File: config.mk
export PLATFORM = sky130hd
export DESIGN_NAME = pll_cal_lockdetect_ctrl
export DESIGN_NICKNAME = d
export VERILOG_FILES = /design/src/sm_clock_divider.v /design/src/lockdet_delay_timer.v /design/src/pll_cal_lockdetect_ctrl.v
export VERILOG_INCLUDE_DIRS = /design/src /design/src/src
export SDC_FILE = /design/constraint.sdc
export NUM_CORES = 2
export LEC_CHECK = 0
export ABC_CLOCK_PERIOD_IN_PS = 34400
export BUFFER_PORTS_ARGS = -buffer_cell sky130_fd_sc_hd__buf_2
export CAP_MARGIN = 0
export CORE_UTILIZATION = 35
export DETAILED_ROUTE_END_ITERATION = 6
export PLACE_DENSITY_LB_ADDON = 0.05
export SETUP_SLACK_MARGIN = 0.05
export SLEW_MARGIN = 20
export SYNTH_ARGS = -nofsm -noshare
export SYNTH_HDL_FRONTEND = slang
export SYNTH_SLANG_ARGS = --single-unit
File: constraint.sdc
create_clock -name clk_i -period 34.4 [get_ports clk_i]
set_input_delay 1.72 -clock clk_i [delete_from_list [all_inputs] [get_ports clk_i]]
set_output_delay 1.72 -clock clk_i [all_outputs]
set_load 0.03 [all_outputs]
File: src/pll_ctrl_defs.vh
// Register offsets, field positions, reset values and timing counts
// Assumes inclusion by the top design file of the synthesizer control block; the divider and timer files do not include it
`ifndef PLL_CTRL_DEFS_VH
`define PLL_CTRL_DEFS_VH
// Register byte offsets
`define OFS_CTRL 8'h00
`define OFS_LDDLY 8'h04
`define OFS_NINT 8'h08
`define OFS_NUM 8'h0C
`define OFS_DEN 8'h10
`define OFS_PFD 8'h14
`define OFS_VCO 8'h18
`define OFS_FORCE 8'h1C
`define OFS_STAT 8'h20
// Control word fields
`define CTRL_FCAL 0
`define CTRL_QUICK 1
`define CTRL_DIV_LO 2
`define CTRL_DIV_HI 3
`define CTRL_ORD_LO 4
`define CTRL_ORD_HI 6
`define CTRL_PINSEL 7
`define CTRL_LDKIND 8
`define CTRL_MUTE 9
// Oscillator start fields
`define VCO_CORE_LO 0
`define VCO_CORE_HI 2
`define VCO_BAND_LO 8
`define VCO_BAND_HI 15
`define VCO_AMP_LO 16
`define VCO_AMP_HI 24
`define VCO_FCORE 28
`define VCO_FAMP 29
`define VCO_FBAND 30
// Forced value fields
`define FRC_BAND_LO 0
`define FRC_BAND_HI 7
`define FRC_AMP_LO 8
`define FRC_AMP_HI 16
// Reset values
`define RST_CTRL 32'h0000_0000
`define RST_LDDLY 16'h0000
`define RST_NINT 19'h0_0020
`define RST_DEN 32'h0000_0001
`define RST_PFD 3'h1
`define RST_CORE 3'h7
`define RST_BAND 8'hB7
`define RST_AMP 9'h12C
// Lock readback codes and modulator limits
`define LD_RB_LOCKED 2'h2
`define LD_RB_UNLOCKED 2'h0
`define MOD_MAX_ORDER 3'h4
// Calibration phase length in state-machine cycles
`define CAL_PHASE_TICKS 16'h0010
`endif

File: src/sm_clock_divider.v
// State-machine tick: one pulse every 2**div_sel reference cycles
// Assumes clk_i is the reference input
`timescale 1ns/1ps
module sm_clock_divider (
  input wire clk_i,
  input wire rst_i,
  input wire [1:0] div_sel_i,
  output reg sm_tick_o
);
  reg [2:0] cnt;
  wire [2:0] mask;
  assign mask = (3'h1 << div_sel_i) - 3'h1;
  always @(posedge clk_i) begin
    if (rst_i) begin
      cnt <= 3'h0;
      sm_tick_o <= 1'b0;
    end else begin
      cnt <= cnt + 3'h1; // RULE_02
      sm_tick_o <= ((cnt & mask) == mask); // RULE_02
    end
  end
endmodule // sm_clock_divider

File: src/lockdet_delay_timer.v
// Lock-detect delay counter in state-machine cycles
// Assumes start_i is a one-cycle pulse aligned to a tick
`timescale 1ns/1ps
module lockdet_delay_timer (
  input wire clk_i,
  input wire rst_i,
  input wire sm_tick_i,
  input wire start_i,
  input wire [15:0] delay_i,
  output reg busy_o
);
  reg [15:0] cnt;
  always @(posedge clk_i) begin
    if (rst_i) begin
      cnt <= 16'h0000;
      busy_o <= 1'b0;
    end else if (start_i) begin
      cnt <= delay_i; // RULE_11
      busy_o <= (delay_i != 16'h0000);
    end else if (busy_o && sm_tick_i) begin
      cnt <= cnt - 16'h0001; // RULE_03
      if (cnt == 16'h0001) begin
        busy_o <= 1'b0;
      end
    end
  end
endmodule // lockdet_delay_timer

File: src/pll_cal_lockdetect_ctrl.v
// Synthesizer digital control: registers, modulator, calibration, lock
// Assumes clk_i is the reference; Wishbone master on the same clock
// Function
// [RULE_01] Post divider input stays at most 250 MHz
// [RULE_02] State clock is reference over 1,2,4,8
// [RULE_03] Delay and calibration run on state clock
// [RULE_04] Division ratio is integer plus numerator/denominator
// [RULE_05] Modulator order zero to four
// [RULE_06] Control word write resets modulator state
// [RULE_07] Host keeps integer divide above minimum
// [RULE_08] Host sets detector delay per table row
// [RULE_09] Pin select: 0 readback, 1 lock
// [RULE_10] Lock kind: 0 calibration, 1 tuning voltage
// [RULE_11] Lock delay counts 0..65535 state cycles
// [RULE_12] Calibration lock low during cal and delay
// [RULE_13] Mute outputs while lock low if enabled
// [RULE_14] Tuning lock drives high, reads state 2
// [RULE_15] Control write with trigger starts band cal
// [RULE_16] Every control write runs amplitude cal; code skips it when all three override bits are set
// [RULE_17] Host supplies reference before triggering cal
// [RULE_18] Host default start core 7, 300, 183
// [RULE_19] Partial assist: host writes start values
// [RULE_20] Fast restart starts from present band code
// [RULE_21] All overrides use host values directly
// [RULE_22] Control write gives one state-clock pulse
//
// Implementation choices: the Wishbone interface to the registers and the register addresses.
`timescale 1ns/1ps
`include "pll_ctrl_defs.vh"
module pll_cal_lockdetect_ctrl #(
  parameter [15:0] CAL_TICKS = `CAL_PHASE_TICKS
) (
  input wire clk_i,
  input wire rst_i,
  input wire wb_cyc_i,
  input wire wb_stb_i,
  input wire wb_we_i,
  input wire [7:0] wb_adr_i,
  input wire [3:0] wb_sel_i,
  input wire [31:0] wb_dat_i,
  output reg [31:0] wb_dat_o,
  output reg wb_ack_o,
  input wire vtune_ok_i,
  output reg multi_function_pin_o,
  output reg rf_mute_o,
  output reg [19:0] feedback_div_o,
  output reg [2:0] detector_delay_sel_o,
  output reg [2:0] osc_core_choice_o,
  output reg [7:0] band_code_o,
  output reg [8:0] amp_setting_o,
  output reg mod_reset_o,
  output reg cal_busy_o
);
  localparam ST_IDLE = 3'b001;
  localparam ST_AMP = 3'b010;
  localparam ST_BAND = 3'b100;

  function [31:0] merge;
    input [31:0] old;
    input [31:0] nw;
    input [3:0] sel;
    integer k;
    begin
      for (k = 0; k < 4; k = k + 1) begin
        merge[k*8 +: 8] = sel[k] ? nw[k*8 +: 8] : old[k*8 +: 8];
      end
    end
  endfunction

  function [32:0] acc_step;
    input [31:0] acc;
    input [31:0] inc;
    input [31:0] frac_denominator;
    reg [32:0] s;
    begin
      s = {1'b0, acc} + {1'b0, inc};
      if (frac_denominator != 32'h0000_0000 && s >= {1'b0, frac_denominator}) begin
        acc_step = {1'b1, s[31:0] - frac_denominator};
      end else begin
        acc_step = {1'b0, s[31:0]};
      end
    end
  endfunction

  function signed [5:0] b2s;
    input b;
    begin
      b2s = {5'b0_0000, b};
    end
  endfunction

  ////////////////////////////////////////////////////////////////////////
  // Register file
  reg [31:0] ctrl;
  reg [15:0] lddly;
  reg [18:0] nint;
  reg [31:0] num;
  reg [31:0] frac_denominator;
  reg [2:0] pfd_sel;
  reg [31:0] vco_word;
  reg [31:0] force_word;
  reg [31:0] status;
  wire req;
  wire wr_en;
  wire [31:0] wr_ctrl;
  assign req = wb_cyc_i & wb_stb_i;
  assign wr_en = req & wb_we_i & wb_ack_o;

  wire fcal_trigger = ctrl[`CTRL_FCAL];
  wire fast_restart_cal = ctrl[`CTRL_QUICK];
  wire [1:0] div_sel = ctrl[`CTRL_DIV_HI:`CTRL_DIV_LO];
  wire [2:0] ord_raw = ctrl[`CTRL_ORD_HI:`CTRL_ORD_LO];
  wire pin_function_select = ctrl[`CTRL_PINSEL];
  wire lockdet_kind = ctrl[`CTRL_LDKIND];
  wire mute_on_unlock = ctrl[`CTRL_MUTE];
  wire [2:0] core_start = vco_word[`VCO_CORE_HI:`VCO_CORE_LO];
  wire [7:0] band_start_code = vco_word[`VCO_BAND_HI:`VCO_BAND_LO];
  wire [8:0] amp_start_value = vco_word[`VCO_AMP_HI:`VCO_AMP_LO];
  wire core_override = vco_word[`VCO_FCORE];
  wire amp_override = vco_word[`VCO_FAMP];
  wire band_override = vco_word[`VCO_FBAND];
  wire [7:0] band_force = force_word[`FRC_BAND_HI:`FRC_BAND_LO];
  wire [8:0] amp_force = force_word[`FRC_AMP_HI:`FRC_AMP_LO];
  wire [2:0] modulator_order = (ord_raw > `MOD_MAX_ORDER) ? `MOD_MAX_ORDER : ord_raw; // RULE_05
  assign wr_ctrl = merge(ctrl, wb_dat_i, wb_sel_i);
  wire [31:0] wr_lddly = merge({16'h0000, lddly}, wb_dat_i, wb_sel_i);
  wire [31:0] wr_nint = merge({13'h0000, nint}, wb_dat_i, wb_sel_i);
  wire [31:0] wr_pfd = merge({29'h0000_0000, pfd_sel}, wb_dat_i, wb_sel_i);

  always @(posedge clk_i) begin
    if (rst_i) begin
      ctrl <= `RST_CTRL;
      lddly <= `RST_LDDLY;
      nint <= `RST_NINT;
      num <= 32'h0000_0000;
      frac_denominator <= `RST_DEN;
      pfd_sel <= `RST_PFD;
      vco_word <= {7'h00, `RST_AMP, `RST_BAND, 5'h00, `RST_CORE};
      force_word <= 32'h0000_0000;
    end else if (wr_en) begin
      if (wb_adr_i == `OFS_CTRL) begin
        ctrl <= {22'h00_0000, wr_ctrl[9:0]};
      end else if (wb_adr_i == `OFS_LDDLY) begin
        lddly <= wr_lddly[15:0]; // RULE_11
      end else if (wb_adr_i == `OFS_NINT) begin
        nint <= wr_nint[18:0];
      end else if (wb_adr_i == `OFS_NUM) begin
        num <= merge(num, wb_dat_i, wb_sel_i);
      end else if (wb_adr_i == `OFS_DEN) begin
        frac_denominator <= merge(frac_denominator, wb_dat_i, wb_sel_i); // RULE_04
      end else if (wb_adr_i == `OFS_PFD) begin
        pfd_sel <= wr_pfd[2:0];
      end else if (wb_adr_i == `OFS_VCO) begin
        vco_word <= merge(vco_word, wb_dat_i, wb_sel_i) & 32'h71FF_FF07;
      end else if (wb_adr_i == `OFS_FORCE) begin
        force_word <= merge(force_word, wb_dat_i, wb_sel_i) & 32'h0001_FFFF;
      end
    end
  end

  ////////////////////////////////////////////////////////////////////////
  // Bus answer, one cycle after the request
  always @(posedge clk_i) begin
    if (rst_i) begin
      wb_ack_o <= 1'b0;
      wb_dat_o <= 32'h0000_0000;
    end else begin
      wb_ack_o <= req & ~wb_ack_o;
      if (wb_adr_i == `OFS_CTRL) begin
        wb_dat_o <= ctrl;
      end else if (wb_adr_i == `OFS_LDDLY) begin
        wb_dat_o <= {16'h0000, lddly};
      end else if (wb_adr_i == `OFS_NINT) begin
        wb_dat_o <= {13'h0000, nint};
      end else if (wb_adr_i == `OFS_NUM) begin
        wb_dat_o <= num;
      end else if (wb_adr_i == `OFS_DEN) begin
        wb_dat_o <= frac_denominator;
      end else if (wb_adr_i == `OFS_PFD) begin
        wb_dat_o <= {29'h0000_0000, pfd_sel};
      end else if (wb_adr_i == `OFS_VCO) begin
        wb_dat_o <= vco_word;
      end else if (wb_adr_i == `OFS_FORCE) begin
        wb_dat_o <= force_word;
      end else if (wb_adr_i == `OFS_STAT) begin
        wb_dat_o <= status;
      end else begin
        wb_dat_o <= 32'h0000_0000;
      end
    end
  end

  ////////////////////////////////////////////////////////////////////////
  // State-machine tick and control-write pulse
  wire sm_tick;
  reg r0_pending;
  reg r0_pulse;
  sm_clock_divider u_div (
    .clk_i(clk_i),
    .rst_i(rst_i),
    .div_sel_i(div_sel),
    .sm_tick_o(sm_tick)
  );

  always @(posedge clk_i) begin
    if (rst_i) begin
      r0_pending <= 1'b0;
      r0_pulse <= 1'b0;
    end else begin
      r0_pending <= (wr_en && wb_adr_i == `OFS_CTRL) | (r0_pending & ~sm_tick); // RULE_22
      r0_pulse <= r0_pending & sm_tick; // RULE_22
    end
  end

  ////////////////////////////////////////////////////////////////////////
  // Fractional modulator, cascaded accumulators
  reg [31:0] acc [0:3];
  reg [31:0] next_acc [0:3];
  reg [3:0] cy;
  reg h2;
  reg [1:0] h3;
  reg [2:0] h4;
  reg signed [5:0] offs;
  reg [32:0] st;
  reg [31:0] inc;
  integer i;
  integer j;

  always @* begin
    st = 33'h0_0000_0000;
    inc = 32'h0000_0000;
    cy = 4'h0;
    for (i = 0; i < 4; i = i + 1) begin
      inc = (i == 0) ? num : next_acc[i-1];
      st = acc_step(acc[i], inc, frac_denominator); // RULE_04
      next_acc[i] = st[31:0];
      cy[i] = st[32];
    end
    offs = 6'sd0;
    if (modulator_order >= 3'h1) begin
      offs = b2s(cy[0]);
    end
    if (modulator_order >= 3'h2) begin
      offs = offs + b2s(cy[1]) - b2s(h2);
    end
    if (modulator_order >= 3'h3) begin
      offs = offs + b2s(cy[2]) - b2s(h3[0]) - b2s(h3[0]) + b2s(h3[1]);
    end
    if (modulator_order >= 3'h4) begin
      offs = offs + b2s(cy[3]) - 6'sd3 * b2s(h4[0]) + 6'sd3 * b2s(h4[1]) - b2s(h4[2]);
    end
  end

  always @(posedge clk_i) begin
    if (rst_i || r0_pulse) begin
      for (j = 0; j < 4; j = j + 1) begin
        acc[j] <= 32'h0000_0000; // RULE_06
      end
      h2 <= 1'b0;
      h3 <= 2'h0;
      h4 <= 3'h0;
      feedback_div_o <= {1'b0, nint};
    end else begin
      if (modulator_order != 3'h0) begin
        for (j = 0; j < 4; j = j + 1) begin
          acc[j] <= next_acc[j];
        end
      end
      h2 <= cy[1];
      h3 <= {h3[0], cy[2]};
      h4 <= {h4[1:0], cy[3]};
      feedback_div_o <= {1'b0, nint} + {{14{offs[5]}}, offs}; // RULE_04
    end
  end

  ////////////////////////////////////////////////////////////////////////
  // Oscillator calibration sequencer
  reg [2:0] state;
  reg [15:0] phase_cnt;
  reg cal_done;
  reg cal_seen;
  wire all_force = core_override & amp_override & band_override;
  wire phase_end = sm_tick && (phase_cnt == CAL_TICKS - 16'h0001);

  always @(posedge clk_i) begin
    if (rst_i) begin
      state <= ST_IDLE;
      phase_cnt <= 16'h0000;
      cal_done <= 1'b0;
      cal_seen <= 1'b0;
      osc_core_choice_o <= `RST_CORE;
      band_code_o <= `RST_BAND;
      amp_setting_o <= `RST_AMP;
    end else begin
      cal_done <= 1'b0;
      if (r0_pulse) begin
        osc_core_choice_o <= core_start;
        phase_cnt <= 16'h0000;
        if (all_force) begin
          band_code_o <= band_force; // RULE_21
          amp_setting_o <= amp_force; // RULE_21
          state <= ST_IDLE;
          cal_done <= 1'b1;
          cal_seen <= 1'b1;
        end else begin
          band_code_o <= fast_restart_cal ? band_code_o : band_start_code; // RULE_20
          amp_setting_o <= amp_start_value; // RULE_20
          state <= ST_AMP; // RULE_16
        end
      end else begin
        case (state)
          ST_AMP: begin
            phase_cnt <= sm_tick ? phase_cnt + 16'h0001 : phase_cnt; // RULE_03
            if (phase_end) begin
              phase_cnt <= 16'h0000;
              if (fcal_trigger) begin
                state <= ST_BAND; // RULE_15
              end else begin
                state <= ST_IDLE;
                cal_done <= 1'b1;
                cal_seen <= 1'b1;
              end
            end
          end
          ST_BAND: begin
            phase_cnt <= sm_tick ? phase_cnt + 16'h0001 : phase_cnt; // RULE_03
            if (phase_end) begin
              phase_cnt <= 16'h0000;
              state <= ST_IDLE;
              cal_done <= 1'b1;
              cal_seen <= 1'b1;
            end
          end
          default: begin
            state <= ST_IDLE;
          end
        endcase
      end
    end
  end

  ////////////////////////////////////////////////////////////////////////
  // Lock detection
  wire delay_busy;
  reg vt_s1;
  reg vt_s2;
  reg lock_now;
  lockdet_delay_timer u_ld (
    .clk_i(clk_i),
    .rst_i(rst_i),
    .sm_tick_i(sm_tick),
    .start_i(cal_done),
    .delay_i(lddly),
    .busy_o(delay_busy)
  );

  always @(posedge clk_i) begin
    if (rst_i) begin
      vt_s1 <= 1'b0;
      vt_s2 <= 1'b0;
    end else begin
      vt_s1 <= vtune_ok_i;
      vt_s2 <= vt_s1;
    end
  end

  always @* begin
    if (lockdet_kind) begin
      lock_now = vt_s2; // RULE_10 RULE_14
    end else begin
      lock_now = cal_seen & (state == ST_IDLE) & ~delay_busy & ~cal_done & ~r0_pulse; // RULE_10 RULE_12
    end
  end

  ////////////////////////////////////////////////////////////////////////
  // Readback shift, pin and status
  reg [31:0] rb_shift;
  reg [4:0] rb_cnt;
  wire [1:0] lockdet_readback = lock_now ? `LD_RB_LOCKED : `LD_RB_UNLOCKED; // RULE_14

  always @(posedge clk_i) begin
    if (rst_i) begin
      rb_shift <= 32'h0000_0000;
      rb_cnt <= 5'h00;
      status <= 32'h0000_0000;
      multi_function_pin_o <= 1'b0;
      rf_mute_o <= 1'b0;
      mod_reset_o <= 1'b0;
      cal_busy_o <= 1'b0;
      detector_delay_sel_o <= `RST_PFD;
    end else begin
      status <= {4'h0, amp_setting_o, band_code_o, osc_core_choice_o, 4'h0, delay_busy,
                 state != ST_IDLE, lockdet_readback};
      if (sm_tick) begin
        rb_cnt <= rb_cnt + 5'h01;
        rb_shift <= (rb_cnt == 5'h00) ? status : {rb_shift[30:0], 1'b0};
      end
      multi_function_pin_o <= pin_function_select ? lock_now : rb_shift[31]; // RULE_09
      rf_mute_o <= mute_on_unlock & ~lock_now; // RULE_13
      mod_reset_o <= r0_pulse; // RULE_06
      cal_busy_o <= (state != ST_IDLE);
      detector_delay_sel_o <= pfd_sel;
    end
  end
endmodule // pll_cal_lockdetect_ctrl

# After elaboration in Yosys (flattened, before gate mapping)
# Memories as Yosys holds them, arrays and structs flattened.
# Index checks and enable logic that the tools add are counted.
[classes]
n_lt_le_gt_ge = 9
shifts = 1
multipliers = 2
reduce_logical = 50
n_eq_ne = 20
muxes = 60
n_bitwise = 32
n_addsub = 24
[ops]
columns = ["operator", "count"]
rows = [
  ["32-bit two-way mux", 11],
  ["32-bit by 32-bit adder with 33-bit output", 4],
  ["33-bit by 32-bit >= comparator with 1-bit output", 4],
  ["33-bit two-way mux", 4],
  ["32-bit subtractor", 4],
  ["16-bit two-way mux", 5],
  ["19-bit two-way mux", 2],
  ["9-bit AND reduction", 4],
  ["8-bit by 5-bit equality test with 1-bit output (second input constant)", 4],
  ["32-bit nonzero test", 1],
  ["10-bit AND reduction", 3],
  ["7-bit AND reduction", 4],
  ["6-bit by 2-bit adder with 6-bit output", 4],
  ["6-bit AND reduction", 4],
  ["6-bit by 2-bit subtractor with 6-bit output", 4],
  ["1-bit two-way mux", 21],
  ["19-bit by 20-bit adder with 20-bit output", 1],
  ["5-bit AND reduction", 4],
  ["6-bit two-way mux", 3],
  ["16-bit by 1-bit adder with 16-bit output (second input constant)", 1],
  ["16-bit by 1-bit equality test with 1-bit output (second input constant)", 1],
  ["16-bit by 4-bit equality test with 1-bit output (second input constant)", 1],
  ["8-bit by 4-bit equality test with 1-bit output (second input constant)", 2],
  ["8-bit two-way mux", 2],
  ["other kinds (45)", 100],
]
[totals]
word_cells = 256
out_inout_bits = 80
regBits = 353
ram_bits = 128
mem_count = 1
[mem_list]
columns = ["name", "depth", "word_bits", "read_ports", "rd_clocked_by_memory_dff", "wr", "line", "source"]
rows = [
  ["acc", 4, 32, 4, 0, 4, "pll_cal_lockdetect_ctrl.v:217", "reg [31:0] acc [0:3];"],
]

# Logic depth before layout (Yosys ltp)
# An unclocked memory read counts as a cell.
[logic_depth]
depth_word = 25
mapped_depth = 111
ltp_nobuf = 104

# By module
# A second synthesis with hierarchy kept.
[unflattened]
hier_cells = 4052
area_unflattened_um2 = 33910.0
[modules_own_cells]
columns = ["module", "cells_each", "seq_area_each_um2", "area_each_um2", "n_inst"]
rows = [
  ["pll_cal_lockdetect_ctrl", 3923, 10269.8, 32807.7, 1],
  ["lockdet_delay_timer", 116, 340.3, 959.7, 1],
  ["sm_clock_divider", 13, 80.1, 142.6, 1],
]

# Worst setup path after synthesis
# OpenSTA, ideal clock, no wires.
[synth_timing]
path_kind = "register to register"
start = "mem acc[0][1]"
end = "reg feedback_div_o[19]"
arrival_time_ps = 21598
required_time_ps = 34272
path_stages_with_launch = 102
synth_period_minus_slack_ps = 21725
path_slack_ps = 12675
n_path_buf = 8
setup_ps = 128
cell_sequence = "edfxtp_1 -> ha_1 -> a211oi_1 -> o21ai_0 -> nand4_1 -> a311o_1 -> a21oi_1 -> nor4_1 -> o31ai_1 -> xor2_1 -> ha_1 -> clkbuf_1 -> nand4_1 -> a21oi_1 -> nor2b_1 -> or3_1 -> a31oi_4 -> buf_2 -> [... 66 more ...] -> fa_1 -> inv_1 -> ha_1 -> nor2_1 -> nor2b_1 -> o21ai_0 -> nand2b_1 -> a21o_1 -> a21oi_1 -> ha_1 -> o21ai_0 -> nor4_1 -> o31ai_1 -> a21oi_1 -> or4_1 -> a31oi_1 -> xor2_1 -> nor2_1"
[synth_rtl]
columns = ["element", "line", "source"]
rows = [
  ["from (decl)", "pll_cal_lockdetect_ctrl.v:217", ""],
  ["to (signal assigned)", "pll_cal_lockdetect_ctrl.v:262", "feedback_div_o <= {1'b0, nint};"],
  ["to (signal assigned)", "pll_cal_lockdetect_ctrl.v:272", "feedback_div_o <= {1'b0, nint} + {{14{offs[5]}}, offs};"],
  ["to (decl)", "pll_cal_lockdetect_ctrl.v:46", "output reg [19:0] feedback_div_o,"],
]

==> implementation parameters <==
Parameter                              Value

Setup path
  Worst reg2reg path startpoint ... num[0]
  Max Fanout on Critical Path ... 43
  Category of the critical setup timing path ... reg2reg
  Slowest cell on the critical path ... a2111oi_2
  Worst stage delay on the critical path ... 0.62 ns
  Capturing point of the worst reg2reg path ... feedback_div_o[19]
  Critical path launch point type ... flop
  Worst Reg2Reg Path Length in Cells ... 96
  Top cell by count, worst path ... ha_1
  Setup slack of the most critical reg-to-reg path ... 8.14 ns
  Worst endpoint data arrival time ... 26.78 ns
  Worst setup startpoint ... num[0]
  Capturing element type of the critical path ... flop
  Critical path destination ... feedback_div_o[19]
  Required @ worst endpoint ... 34.93 ns

CTS
  CTS Hold Bufs ... 0
  Maximum clock insertion buffer count ... 3
  CTS-repair resized insts ... 0
  Post-CTS setup buffers ... 0
  Clock tree from TritonCTS ... built
  H-tree depth reported by CTS ... 2
  Clk_lat worst skew ... 0.69 ns
  Number of buffers created by CTS ... 58
  Clock transition at the registers of the reported paths ... 0.06 ns
  Number of clock sinks seen by CTS ... 470
  Cell at the root of the clock tree ... clkbuf_16

Die
  IO Pins ... 130
  Die footprint ... 98400 µm²
  Initial Util ... 35.6%
  Number of cell rows ... 113
  Total core area ... 95600 µm²
  Die boundary width ... 314 µm
  Chip height ... 314 µm

STA
  Crit share post-route ... 76.3%
  Minimum clock period ... 26.26 ns
  Final sum of negative setup slack ... 0 ns
  Transition time of the tightest slew-check pin ... 1.10 ns
  Setup Skew ... 0.0354 ns
  Maximum operating frequency ... 0.0381 GHz
  Worst-case headroom to the max-slew limit ... 26.3%
  Unrepaired setup endpoints after global routing ... no
  Final Hold Violating Endpoints ... 0
  Max-slew violation count ... 0
  Final setup viols ... 0

Route
  Routed vias/inst ... 5.46
  DRC viols ... 0
  Remaining number of nets flagged by the antenna check after routing ... 0
  Wire length reported by the detailed router ... 112000 µm
  Number of detailed-route iterations in the first pass ... 6
  Total via count in the routed design ... 29437
  Count of routing violations after the opening detailed-route iteration ... 1753
  Routed wire per std cell ... 20.8 µm

Final layout
  Number of nets in the layout ... 4438
  Fraction of layout instances using a drive strength above 1 ... 9.11%
  Final non-filler cell area ... 37900 µm²
  Area Overhead vs Synth ... 11.4%
  Core utilization of the finished layout ... 39.6%
  Leading cell types in the layout, fill and taps excluded ... 440 x nor2_1, 348 x a21oi_1, 347 x nand2_1
  Filler-free cell count of the finished design ... 5392
  Leading cell type in the layout, fill and taps excluded ... nor2_1

Synth
  Register area share after synthesis ... 31.4%
  Post-synthesis instance area ... 34000 µm²
  Fraction of the mapped netlist area in compound gates ... 21.9%
  Syn Nets ... 4360
  Post-Synthesis Mean Instance Area ... 8.50 µm²
  Count of flip-flops with a built-in enable after synthesis ... 128
  Top flip-flop cell by instance count after synthesis ... dfxtp_1
  Parity-gate share of the synthesized area counting xor and xnor cells ... 6.00%
  Dominant combinational cell family by area after synthesis ... compound AO/OA/AOI/OAI gates
  Syn Inst Count ... 4002
  Largest area contributor in the synthesized netlist ... dfxtp_1
  Share of the synthesized area in the top cell type ... 20.1%
  Mux cell area share after synthesis ... 6.49%
  Unique cell type count in the Yosys netlist ... 89
  Async S/R FF share, synth ... 0%
  Main area contributors after synthesis ... dfxtp_1 20%, edfxtp_1 11%, ha_1 11%
  Fraction of the mapped netlist area in simple logic gates ... 19.2%
  Post-synthesis adder-cell area fraction ... 11.7%
  Total of warnings raised by yosys ... 0
  Number of synthesized register bits ... 470

Flow run
  Number of violations of the max-capacitance limit ... 0

Run status
  Result of the run ... complete, no violations

GRT
  Global-route wire length before repair ... 172000 µm
  Largest net degree at the start of global routing ... 96
  Remaining Overflow, GRT ... 0
  Vias in the first global route ... 28734
  Global-route total usage across every layer ... 22.4%
  Number of antenna violations at the first check in global routing ... 1

Placed design
  I/O Buffers ... 129
  Number of placed instances with taps included ... 5285
  Estimated wirelength of the detail-placed design ... 86900 µm
  Placed cell area ... 36000 µm²
  Weighted congestion at the end of routability-driven global placement ... 0.869

Worst hold path
  Startpoint of the worst hold path ... wb_ack_o
  Hold/Removal Path Class ... reg2reg
logic make-up (layout without fill, tap and decap cells):
group	count (synthesis)	in the layout
DFF	470	470
adders and majority gates	308	308
buffers and inverters	286	410
other	0	1
AOI/OAI and AO/OA	1121	1121
muxes	206	206
xor gates and xnor gates	233	233
and+or+nand+nor	1378	1378
registers in the layout, indices dropped and copies added (netlist names), 5 cells and up:
name and cells:
acc 128, acc_step.frac_denominator 32, amp_setting_o 9, band_code_o 8, ctrl 10, feedback_div_o 20
force_word 17, lddly 16, nint 19, num 32, phase_cnt 16, rb_cnt 5
rb_shift 31, status 23, u_ld.cnt 16, vco_word 23, wb_dat_o 32
cell type report:
class | count | area (µm²)
clock buffers | 84 | 1710
fillers | 9929 | 57700
well taps | 1265 | 1580
repair buffers | 161 | 895
flip-flops and latches | 470 | 10700
diodes | 1 | 2.50
multi-input cells | 3246 | 22300
inverters | 143 | 537
clock inverters | 22 | 193
synth_stat cells, types with 18 or more instances:
master    instances
inv_1           140
a21oi_1         348
a211o_1          30
nand2b_1         49
nor3_1           72
o21ai_0         201
nand4_1          32
mux2i_1         144
a21o_1          103
a311oi_1         27
o211ai_1         20
nor4_1           31
xor2_1           81
nor2_1          442
a211oi_1         57
edfxtp_1        128
and2_1          100
mux2_2           35
or3_1            30
nand2_1         348
mux2_4           18
nor2b_1          88
a222oi_1         20
xnor2_1         152
a22oi_1          32
a221oi_1         18
nand3_1          92
dfxtp_1         342
o21bai_1         28
a31oi_1          23
or2_2            21
o21a_1           53
clkbuf_1        115
and3_1           31
ha_1            293
worst max-delay path: cells and delay by family, from the launching register on:
family                   cells  cell delay, ns
adder cells (fa/ha/maj)     16            5.77
AO/OA/AOI/OAI               52           13.36
flip-flops                   1            0.37
buffers and inverters        7            2.27
multiplexers                 2            0.61
AND/OR/NAND/NOR             16            3.02
XOR/XNOR                     3            0.49
stage by stage:
step | setup slack (ns) | hold slack [ns]
floorplan | 12.67 | 0.414
global placement | 8.47 | 0.434
detailed placement | 8.15 | 0.427
CTS | 8.09 | 0.451
global route | 6.10 | 0.466
finish | 8.14 | 0.450
per-layer routing:
layer | share of wire [%] | vias up | global-route usage (%)
li1 | - | 14802 | -
met1 | 48 | 13883 | 30.7
met2 | 45 | 593 | 36.2
met3 | 3.5 | 159 | 2.06
met4 | 3.8 | 0 | 8.91
met5 | 0 | - | 0
how the worst min path moves through the flow:
stage | slack (ns) | depth (start not counted) | endpoint
2_1_floorplan | 0.41 | 1 | vt_s2
3_3_place_gp | 0.43 | 1 | wb_ack_o
3_5_place_dp | 0.43 | 1 | vt_s2
4_1_cts | 0.45 | 1 | wb_ack_o
5_1_grt | 0.47 | 1 | vt_s2
6_report | 0.45 | 1 | wb_ack_o
Power is left out: the tool's default activity adds up to more than one toggle a clock period on the data nets, which glitch-free logic cannot reach.
